<file path="config.mk">
export PLATFORM = sky130hd
export DESIGN_NAME = arw_regs
export DESIGN_NICKNAME = d
export VERILOG_FILES = /design/src/arw_pkg.sv /design/src/arw_win_cmp.sv /design/src/arw_regs.sv
export SDC_FILE = /design/constraint.sdc
export NUM_CORES = 1
export LEC_CHECK = 0
export BUFFER_PORTS_ARGS = -buffer_cell sky130_fd_sc_hd__buf_2
export CAP_MARGIN = 20
export CORE_MARGIN = 8
export CORE_UTILIZATION = 57
export CTS_BUF_LIST = sky130_fd_sc_hd__clkbuf_4
export CTS_CLUSTER_SIZE = 8
export DETAILED_ROUTE_END_ITERATION = 10
export PLACE_DENSITY_LB_ADDON = 0.3
export SLEW_MARGIN = 10
export SYNTH_ARGS = -nofsm -noshare
export SYNTH_HDL_FRONTEND = slang
export SYNTH_HIERARCHICAL = 1
export SYNTH_SLANG_ARGS = --single-unit
</file>
<file path="constraint.sdc">
create_clock -name i_clk -period 2.9 [get_ports i_clk]
set_clock_uncertainty 0.15 [all_clocks]
set_input_delay 0.145 -clock i_clk [delete_from_list [all_inputs] [get_ports i_clk]]
set_output_delay 0.145 -clock i_clk [all_outputs]
set_load 0.005 [all_outputs]
</file>
<file path="src/arw_pkg.sv">
// Constants of the converter's upper register bank.
// Assumes APB byte addresses equal to four times the register index.
package arw_pkg;

    // Bus geometry
    localparam int ADDR_W = 8;
    localparam int IDX_W  = 6;

    // Register indices; byte address is four times the index
    localparam logic [IDX_W-1:0] IDX_WIN_MODE  = 6'h04;
    localparam logic [IDX_W-1:0] IDX_IRQ_EN    = 6'h0C;
    localparam logic [IDX_W-1:0] IDX_IRQ_FLAGS = 6'h0D;
    localparam logic [IDX_W-1:0] IDX_DBG       = 6'h0E;
    localparam logic [IDX_W-1:0] IDX_TEMP      = 6'h0F;
    localparam logic [IDX_W-1:0] IDX_OUT_L     = 6'h10;
    localparam logic [IDX_W-1:0] IDX_OUT_H     = 6'h11;
    localparam logic [IDX_W-1:0] IDX_WLT_L     = 6'h12;
    localparam logic [IDX_W-1:0] IDX_WLT_H     = 6'h13;
    localparam logic [IDX_W-1:0] IDX_WHT_L     = 6'h14;
    localparam logic [IDX_W-1:0] IDX_WHT_H     = 6'h15;

    // Field positions
    localparam int BIT_CONV_COMPLETE = 0;
    localparam int BIT_WINDOW_MATCH  = 1;
    localparam int BIT_DEBUG_RUN     = 0;
    localparam int MODE_W            = 3;

    // Implemented bits of the interrupt pair
    localparam logic [7:0] IRQ_BITS = 8'h03;

    // Reset values
    localparam logic [7:0]        RST_BYTE = 8'h00;
    localparam logic [15:0]       RST_WORD = 16'h0000;
    localparam logic [MODE_W-1:0] RST_MODE = 3'h0;

    // Window comparator conditions
    typedef enum logic [MODE_W-1:0] {
        ARW_WIN_NONE    = 3'h0,
        ARW_WIN_BELOW   = 3'h1,
        ARW_WIN_ABOVE   = 3'h2,
        ARW_WIN_INSIDE  = 3'h3,
        ARW_WIN_OUTSIDE = 3'h4
    } arw_win_mode_e;

endpackage

</file>
<file path="src/arw_win_cmp.sv">
// Window comparator of the converter's outcome against two thresholds.
// Assumes unsigned values in the same alignment as the outcome.
`timescale 1ns/10ps
module arw_win_cmp #(
    parameter int DATA_W = 16
) (
    input  wire logic [2:0]        i_mode,
    input  wire logic [DATA_W-1:0] i_value,
    input  wire logic [DATA_W-1:0] i_low,
    input  wire logic [DATA_W-1:0] i_high,
    output logic                   o_match
);

    logic below;
    logic above;

    assign below = i_value < i_low;
    assign above = i_value > i_high;

    always_comb begin
        unique case (i_mode)
            arw_pkg::ARW_WIN_NONE:    o_match = 1'b0;
            arw_pkg::ARW_WIN_BELOW:   o_match = below;
            arw_pkg::ARW_WIN_ABOVE:   o_match = above;
            arw_pkg::ARW_WIN_INSIDE:  o_match = !below && !above;
            arw_pkg::ARW_WIN_OUTSIDE: o_match = below || above;
            default:                  o_match = 1'b0;
        endcase
    end

endmodule // arw_win_cmp

</file>
<file path="src/arw_regs.sv">
// Upper register bank of the converter: interrupts, debug, result, window.
// Assumes an APB master on i_clk and a conversion engine on the same clock.
//
// Local design decision: the APB register port.
`timescale 1ns/10ps

module arw_regs #(
    parameter int DATA_W = 16
) (
    input  wire logic                      i_clk,
    input  wire logic                      i_nrst,
    input  wire logic                      i_psel,
    input  wire logic                      i_penable,
    input  wire logic                      i_pwrite,
    input  wire logic [arw_pkg::ADDR_W-1:0] i_paddr,
    input  wire logic [31:0]               i_pwdata,
    output logic      [31:0]               o_prdata,
    output logic                           o_pready,
    output logic                           o_pslverr,
    input  wire logic                      i_conv_done,
    input  wire logic [DATA_W-1:0]         i_conv_result,
    input  wire logic                      i_cpu_halted,
    output logic                           o_conv_run,
    output logic      [2:0]                o_window_mode,
    output logic                           o_irq
);

    logic [arw_pkg::IDX_W-1:0] idx;
    logic                      mapped;
    logic                      setup;
    logic                      access;
    logic                      wr_fire;
    logic                      rd_fire;
    logic [7:0]                wbyte;
    logic [7:0]                rd_byte;
    logic [7:0]                rd_hi;
    logic                      match;
    logic                      rd_outcome;
    logic [1:0]                set_flags;
    logic [1:0]                clr_flags;

    logic [7:0]        irq_enable_reg;
    logic [1:0]        irq_flags_reg;
    logic              debug_run_reg;
    logic [7:0]        temp_reg;
    logic [DATA_W-1:0] outcome_reg;
    logic [DATA_W-1:0] win_low_reg;
    logic [DATA_W-1:0] win_high_reg;
    logic [2:0]        win_mode_reg;
    logic [7:0]        snap_hi_reg;
    logic [31:0]       prdata_reg;
    logic              pslverr_reg;

    // Decode helpers
    function automatic logic is_mapped(input logic [5:0] a);
        unique case (a)
            arw_pkg::IDX_WIN_MODE, arw_pkg::IDX_IRQ_EN,
            arw_pkg::IDX_IRQ_FLAGS, arw_pkg::IDX_DBG,
            arw_pkg::IDX_TEMP, arw_pkg::IDX_OUT_L,
            arw_pkg::IDX_OUT_H, arw_pkg::IDX_WLT_L,
            arw_pkg::IDX_WLT_H, arw_pkg::IDX_WHT_L,
            arw_pkg::IDX_WHT_H: is_mapped = 1'b1;
            default:            is_mapped = 1'b0;
        endcase
    endfunction

    function automatic logic is_hit(input logic fire,
                                    input logic [5:0] a,
                                    input logic [5:0] target);
        is_hit = fire && (a == target);
    endfunction

    assign idx     = i_paddr[arw_pkg::ADDR_W-1:2];
    assign mapped  = is_mapped(idx) && (i_paddr[1:0] == 2'h0);
    assign setup   = i_psel && !i_penable;
    assign access  = i_psel && i_penable;
    assign wr_fire = access && i_pwrite && mapped;
    assign rd_fire = access && !i_pwrite && mapped;
    assign wbyte   = i_pwdata[7:0];

    // Zero wait states; data was taken in the setup cycle
    assign o_pready  = 1'b1;
    assign o_prdata  = prdata_reg;
    assign o_pslverr = pslverr_reg;

    // Read multiplexer
    always_comb begin
        rd_byte = arw_pkg::RST_BYTE;
        rd_hi   = arw_pkg::RST_BYTE;
        unique case (idx)
            arw_pkg::IDX_WIN_MODE:  rd_byte = {5'h00, win_mode_reg};
            arw_pkg::IDX_IRQ_EN:    rd_byte = irq_enable_reg;
            arw_pkg::IDX_IRQ_FLAGS: rd_byte = {6'h00, irq_flags_reg};
            arw_pkg::IDX_DBG:       rd_byte = {7'h00, debug_run_reg};
            arw_pkg::IDX_TEMP:      rd_byte = temp_reg;
            arw_pkg::IDX_OUT_L: begin
                rd_byte = outcome_reg[7:0];
                rd_hi   = outcome_reg[15:8];
            end
            arw_pkg::IDX_WLT_L: begin
                rd_byte = win_low_reg[7:0];
                rd_hi   = win_low_reg[15:8];
            end
            arw_pkg::IDX_WHT_L: begin
                rd_byte = win_high_reg[7:0];
                rd_hi   = win_high_reg[15:8];
            end
            arw_pkg::IDX_OUT_H, arw_pkg::IDX_WLT_H,
            arw_pkg::IDX_WHT_H: rd_byte = temp_reg;
            default:            rd_byte = arw_pkg::RST_BYTE;
        endcase
    end

    // Bus answer captured in setup
    always_ff @(posedge i_clk or negedge i_nrst) begin
        if (!i_nrst) begin
            prdata_reg  <= 32'h0000_0000;
            pslverr_reg <= 1'b0;
            snap_hi_reg <= arw_pkg::RST_BYTE;
        end else if (setup) begin
            prdata_reg  <= {24'h00_0000, rd_byte};
            pslverr_reg <= !mapped;
            snap_hi_reg <= rd_hi;
        end
    end

    always_ff @(posedge i_clk or negedge i_nrst) begin
        if (!i_nrst) begin
            irq_enable_reg <= arw_pkg::RST_BYTE;
        end else if (is_hit(wr_fire, idx, arw_pkg::IDX_IRQ_EN)) begin
            irq_enable_reg <= wbyte & arw_pkg::IRQ_BITS;
        end
    end

    always_ff @(posedge i_clk or negedge i_nrst) begin
        if (!i_nrst) begin
            win_mode_reg <= arw_pkg::RST_MODE;
        end else if (is_hit(wr_fire, idx, arw_pkg::IDX_WIN_MODE)) begin
            win_mode_reg <= wbyte[2:0];
        end
    end
    assign o_window_mode = win_mode_reg;

    always_ff @(posedge i_clk or negedge i_nrst) begin
        if (!i_nrst) begin
            debug_run_reg <= 1'b0;
        end else if (is_hit(wr_fire, idx, arw_pkg::IDX_DBG)) begin
            debug_run_reg <= wbyte[arw_pkg::BIT_DEBUG_RUN];
        end
    end
    assign o_conv_run = !i_cpu_halted || debug_run_reg;

    always_ff @(posedge i_clk or negedge i_nrst) begin
        if (!i_nrst) begin
            temp_reg <= arw_pkg::RST_BYTE;
        end else if (is_hit(wr_fire, idx, arw_pkg::IDX_TEMP)
                     || is_hit(wr_fire, idx, arw_pkg::IDX_WLT_L)
                     || is_hit(wr_fire, idx, arw_pkg::IDX_WHT_L)) begin
            temp_reg <= wbyte;
        end else if (is_hit(rd_fire, idx, arw_pkg::IDX_OUT_L)
                     || is_hit(rd_fire, idx, arw_pkg::IDX_WLT_L)
                     || is_hit(rd_fire, idx, arw_pkg::IDX_WHT_L)) begin
            temp_reg <= snap_hi_reg;
        end
    end

    // low threshold, committed by high byte
    always_ff @(posedge i_clk or negedge i_nrst) begin
        if (!i_nrst) begin
            win_low_reg <= arw_pkg::RST_WORD;
        end else if (is_hit(wr_fire, idx, arw_pkg::IDX_WLT_H)) begin
            win_low_reg <= {wbyte, temp_reg};
        end
    end

    // high threshold, committed by high byte
    always_ff @(posedge i_clk or negedge i_nrst) begin
        if (!i_nrst) begin
            win_high_reg <= arw_pkg::RST_WORD;
        end else if (is_hit(wr_fire, idx, arw_pkg::IDX_WHT_H)) begin
            win_high_reg <= {wbyte, temp_reg};
        end
    end

    // outcome latched at end of conversion
    always_ff @(posedge i_clk or negedge i_nrst) begin
        if (!i_nrst) begin
            outcome_reg <= arw_pkg::RST_WORD;
        end else if (i_conv_done) begin
            outcome_reg <= i_conv_result;
        end
    end

    arw_win_cmp #(
        .DATA_W (DATA_W)
    ) u_win_cmp (
        .i_mode  (win_mode_reg),
        .i_value (i_conv_result),
        .i_low   (win_low_reg),
        .i_high  (win_high_reg),
        .o_match (match)
    );

    assign rd_outcome = is_hit(rd_fire, idx, arw_pkg::IDX_OUT_L)
                        || is_hit(rd_fire, idx, arw_pkg::IDX_OUT_H);

    assign set_flags[arw_pkg::BIT_CONV_COMPLETE] = i_conv_done;
    assign set_flags[arw_pkg::BIT_WINDOW_MATCH]  = i_conv_done && match;

    // clear by one or outcome read
    assign clr_flags = rd_outcome ? 2'h3
                     : (is_hit(wr_fire, idx, arw_pkg::IDX_IRQ_FLAGS)
                        ? wbyte[1:0] : 2'h0);

    always_ff @(posedge i_clk or negedge i_nrst) begin
        if (!i_nrst) begin
            irq_flags_reg <= 2'h0;
        end else begin
            irq_flags_reg <= (irq_flags_reg & ~clr_flags) | set_flags;
        end
    end

    assign o_irq = |(irq_flags_reg & irq_enable_reg[1:0]);
endmodule // arw_regs

</file>
* Word level (Yosys, flattened, before mapping)
Memories as Yosys holds them, arrays and structs flattened.
Cells that the tools add are included.
** Storage, ports and cells
- Register bits after elaboration :: 81
- Memory bits (read-only) :: 32
- Bits of input ports :: 63
- Output and inout port bits :: 39
- Word-level logic and storage cells :: 80
- Memories :: 1
** Cells by class
- $lt $le $gt $ge :: 2
- Equality and inequality tests :: 15
- Muxes and demuxes :: 8
- Bitwise logic cells :: 4
- Reduce and logical (&&, ||, !) cells :: 39
** Memory list
- (name not given) :: words 32, bits a word 1, read ports 1, clocked after memory_dff 0, wr ports 0, line arw_regs.sv:56 : unique case (a)
** Operator list (number)
- $pmux W8 S8 :: 1
- $eq A6 B5 Y1 const B :: 6
- $eq A6 B4 Y1 const B :: 4
- $pmux W8 S3 :: 1
- $logic_and A1 B1 Y1 :: 22
- $gt A16 B16 Y1 :: 1
- $lt A16 B16 Y1 :: 1
- $mux W8 :: 2
- $logic_or A1 B1 Y1 :: 7
- $eq A3 B2 Y1 const B :: 2
- $eq A6 B3 Y1 const B :: 1
- $logic_not A1 Y1 :: 6
- $and A2 B2 Y2 :: 2
- $mux W2 :: 2
- $pmux W1 S4 :: 1
- $reduce_or A4 Y1 :: 1
- $eq A3 B1 Y1 const B :: 1
- $eq A3 B3 Y1 const B :: 1
- $logic_not A2 Y1 :: 1
- $not A2 Y2 :: 1
- $or A2 B2 Y2 :: 1
- $reduce_bool A2 Y1 :: 1
- $reduce_or A2 Y1 :: 1
- $mux W1 :: 1

* Longest topological paths before layout
An unclocked memory read counts as a cell.
- Depth in word-level cells :: 10
- Depth in mapped cells :: 9
- Mapped depth without buffers :: 9

* Cells and area by module
Netlist, hierarchy kept.
** By module, submodules not included
- arw_regs :: instances 1, cells each 332, area an instance 4018.9 µm², seq. area each 2026.9 µm²
- arw_win_cmp :: instances 1, cells each 118, area an instance 874.6 µm², seq. area each 0.0 µm²

* Worst setup path before layout
OpenSTA, ideal clock, no wires.
- Kind :: register -> register
- Start point :: register win_high_reg[14]
- End point :: register irq_flags_reg[1]
- Setup time :: 122 ps
- Arrival :: 1938 ps
- Data required time :: 2628 ps
- Slack :: 691 ps
- Cell stages (with the launch flop) :: 10
- Path through :: dfrtp_1 > inv_1 > ha_1 > a21oi_2 > nand2_1 > a221o_1 > o31ai_2 > mux2i_1 > nand3_1 > a32o_1
** On the way
- Word-level cells in the longest chain between the ends :: 6
- Elaborated cells on any way between the ends :: 7
** Ends and longest elaborated chain
- from (decl) :: line arw_regs.sv:48 : logic [DATA_W-1:0] win_high_reg;
- from (signal assigned) :: line arw_regs.sv:179 : win_high_reg <= arw_pkg::RST_WORD;
- from (signal assigned) :: line arw_regs.sv:181 : win_high_reg <= {wbyte, temp_reg};
- $gt A16 B16 Y1 * :: line arw_win_cmp.sv:18 : assign above = i_value > i_high;
- $logic_not A1 Y1 :: line arw_win_cmp.sv:25 : arw_pkg::ARW_WIN_INSIDE: o_match = !below && !above;
- $logic_and A1 B1 Y1 :: line arw_win_cmp.sv:25
- $pmux W1 S4 * :: line arw_win_cmp.sv:21 : unique case (i_mode)
- via match :: line arw_regs.sv:37 : logic match;
- $logic_and A1 B1 Y1 * :: line arw_regs.sv:208 : assign set_flags[arw_pkg::BIT_WINDOW_MATCH] = i_conv_done && match;
- $or A2 B2 Y2 * :: line arw_regs.sv:219 : irq_flags_reg <= (irq_flags_reg & ~clr_flags) | set_flags;
- to (signal assigned) :: line arw_regs.sv:219
- to (decl) :: line arw_regs.sv:43 : logic [1:0] irq_flags_reg;
The timed path passes the listed nets; every way through them passes the cells marked *.
A chain may end at the register's enable or synchronous reset.

* Final worst setup path
- Start point :: input port i_paddr[5] (netlist bit)
- End point :: register prdata_reg[0] (netlist: o_prdata[0])
** On the way
- Word-level cells in the longest chain between the ends :: 3
- Elaborated cells on any way between the ends :: 13
** Ends and longest elaborated chain
- from (decl) :: line arw_regs.sv:15 : input wire logic [arw_pkg::ADDR_W-1:0] i_paddr,
- $eq A6 B4 Y1 / $eq A6 B5 Y1 (equally long branches) :: line arw_regs.sv:90 : unique case (idx)
- $reduce_or A4 Y1 (no source line)
- $pmux W8 S8 * :: line arw_regs.sv:90
- to (signal assigned) :: line arw_regs.sv:121 : prdata_reg <= {24'h00_0000, rd_byte};
- to (decl) :: line arw_regs.sv:51 : logic [31:0] prdata_reg;
Every way passes the cells marked *; elsewhere a longest branch is shown, timed or not.

==> flow_metrics.py <==
metrics = {
    "power_and_ir_drop": {
        "p_clk_share_pct": 36.5,
        "p_leak_nw": 2.64,
        "peakVddDrop_v": 0.000257,
        "power_frac_comb_pct": 13.2,
        "sequentialPowerShare_pct": 50.4,
        "power_density_mw_per_mm2": 409,
        "p_total_mw": 2.34,
        "p_int_mw": 1.75,
        "swShare_pct": 25.3,
        "power.switching_mw": 0.591,
    },
    "setup_path": {
        "arrival_ps": 2890,
        "worstSetupPathType": "input pin to register",
        "start_kind": "input pin",
        "cp.required_ps": 3120,
        "critPathMaxFanout": 8,
        "end_kind": "register",
    },
    "drt": {
        "wire_per_inst_um": 18.9,
        "vias": 3784,
        "drc_errors": 0,
        "drt_iter0_markers": 171,
        "drtAntennaViolNets": 0,
        "first_pass_iters": 5,
        "wl_mm": 12.3,
        "viasPerCell": 5.81,
    },
    "synth": {
        "synth_top_flop_cell": "dfrtp_1",
        "syn_inst": 450,
        "async_reset_ff_share_pct": 100,
        "ys_warn_count": 6,
        "seq_area_frac_synth_pct": 41.4,
        "netlist_area_sq_mm": 0.00489,
        "synth-edff-count": 0,
        "syn_area_per_cell_sq_um": 10.9,
        "synth-seq-cells": 81,
        "synth_cell_type_count": 55,
    },
    "place": {
        "gp_congestion": 0.889,
        "dp_hpwl_mm": 8.36,
        "dp_slack_ps": 329,
        "dp_cells": 602,
        "io_buffer_count": 52,
        "place_area_sq_mm": 0.00518,
    },
    "clock_network": {
        "path_clk_slew_ps": 130,
        "cts_max_path_buffers": 2,
        "htree_levels": 3,
        "clk_latency_ps": 430,
        "cts.repair.resized": 0,
        "numCtsBuffers": 9,
        "cts-root-buf": "clkbuf_4",
        "clock-sinks": 81,
        "cts_tree": "yes",
        "cts_setup_buffers": 0,
    },
    "die": {
        "core_sq_mm": 0.00851,
        "die_w_um": 109,
        "die-height_um": 109,
        "dieArea_sq_mm": 0.0118,
        "start_util_pct": 57.5,
        "io_pins": 102,
        "rows": 34,
    },
    "worst_hold_path": {
        "hold_class": "input pin to register",
    },
    "grt": {
        "antenna_found_initial": 0,
        "grt_pass1_vias": 3968,
        "grt_start_max_net_pins": 82,
        "grt_overflow": 0,
        "grt_pass1_wl_mm": 19.9,
        "grt_use_total_pct": 21.5,
    },
    "final_layout": {
        "syn_to_final_growth_pct": 16.9,
        "fin_area_sq_mm": 0.00572,
        "fin_cells": 651,
        "fin_nets": 632,
        "final_cell_mix": "81 x dfrtp_1, 72 x mux2_2, 51 x buf_2",
        "diodes": 0,
        "drive_gt1_share_pct": 30.9,
        "mostFrequentLayoutCell": "dfrtp_1",
        "num-fill-cells": 662,
    },
    "timing": {
        "drv_slew": 0,
        "fin_crit_ps": 2660,
        "grt_setup_unrepaired": "false",
        "fin_ws_ps": 236,
        "hold_viol": 0,
        "slew_headroom_pct": 42.3,
        "fmax_ghz": 0.375,
        "final-setup-viol-count": 0,
        "worstMarginPinSlew_ps": 862,
        "period_share_pct": 91.9,
        "fin_setup_tns_ps": 0,
    },
    "run": {
        "drv_cap": 0,
    },
    "run_status": {
        "run_status": "finished clean",
    },
}
==> worst max-delay path, cell delays in order <==
cell,delay [ps]
dlygate4sd3_1,530
buf_2,160
nand2b_4,180
mux2_2,280
nor3b_2,570
a21oi_1,200
a41oi_1,240
dlygate4sd3_1,580
==> path summary, 6_finish.rpt <==
check                                 from  cells after the start          endpoint  slack (ps)
hold reg to reg                o_prdata[2]                      2       o_prdata[2]         340
setup / recovery                i_paddr[5]                      8       o_prdata[0]         240
setup reg to reg           win_high_reg[7]                      9  irq_flags_reg[1]         430
min in group asynchronous           i_nrst                      2    snap_hi_reg[1]          50
hold / removal                  i_paddr[4]                      4         o_pslverr          40
max in group asynchronous           i_nrst                      3       temp_reg[5]        1920
==> cells in the mapped netlist, types with 4 or more instances <==
cell | instances | share of area (%)
a22oi_1 | 5 | 0.77
buf_2 | 5 | 0.51
nand2_1 | 32 | 2.5
nor3_1 | 7 | 0.72
a221oi_1 | 4 | 0.72
nand2b_1 | 7 | 0.89
inv_1 | 33 | 2.5
clkbuf_1 | 7 | 0.54
nand4_1 | 6 | 0.77
ha_1 | 31 | 7.9
mux2i_1 | 17 | 3.5
nand3_1 | 9 | 0.92
nor2_1 | 8 | 0.61
a21oi_1 | 16 | 1.6
mux2_2 | 72 | 17
o21ai_0 | 24 | 2.5
dfrtp_1 | 81 | 41
a22o_1 | 9 | 1.6
buf_4 | 26 | 4.0
==> per-stage QoR <==
stage                     util [%]  hold WS (ps)
final                         67.2          36.3
after global routing          67.2          61.7
after CTS                     66.9          24.7
after detailed placement      60.9           238
after global placement        60.9           230
after floorplan                  -          -301
==> power by group through the flow <==
stage	clock network [mW]	logic (mW)	registers, mW
floorplan	0	0.173	1.20
global placement	0	0.254	1.20
detailed placement	0	0.265	1.20
CTS	0.870	0.300	1.18
global route	0.920	0.343	1.18
finish	0.853	0.309	1.18
==> area by class of cell <==
class	instances	area, sq um	share of cell area [%]
Clock buffer	10	75.1	1.31
Clock inverter	6	114	1.99
Inverter	33	124	2.17
Multi-Input combinational cell	319	2570	44.9
Sequential cell	81	2030	35.4
Tap cell	108	135	2.36
Timing Repair Buffer	94	678	11.9
==> routing by layer <==
layer | global-route usage [%] | vias up | routed length, um
li1 | - | 1744 | -
met1 | 26.3 | 1881 | 5300
met2 | 36.2 | 133 | 5990
met3 | 4.31 | 26 | 752
met4 | 8.90 | 0 | 293
met5 | 0 | - | 0
==> what timing repair did <==
item / in CTS / in global routing
endpoints found under the hold margin: 131 / 0
hold buffers: 32 / 0
setup endpoints to repair: 0 / 0
==> kinds of logic (layout without fill, tap and decap cells) <==
group	after synthesis	in the layout	share of synthesized area, %
adders and majority gates	31	31	7.93
buffers and inverters	73	143	7.88
AOI/OAI and AO/OA	80	80	11.7
muxes	89	89	20.0
DFF	81	81	41.4
other	2	25	0.153
and+or+nand+nor	94	94	10.9
No activity file was read; power rests on OpenSTA's default activity.
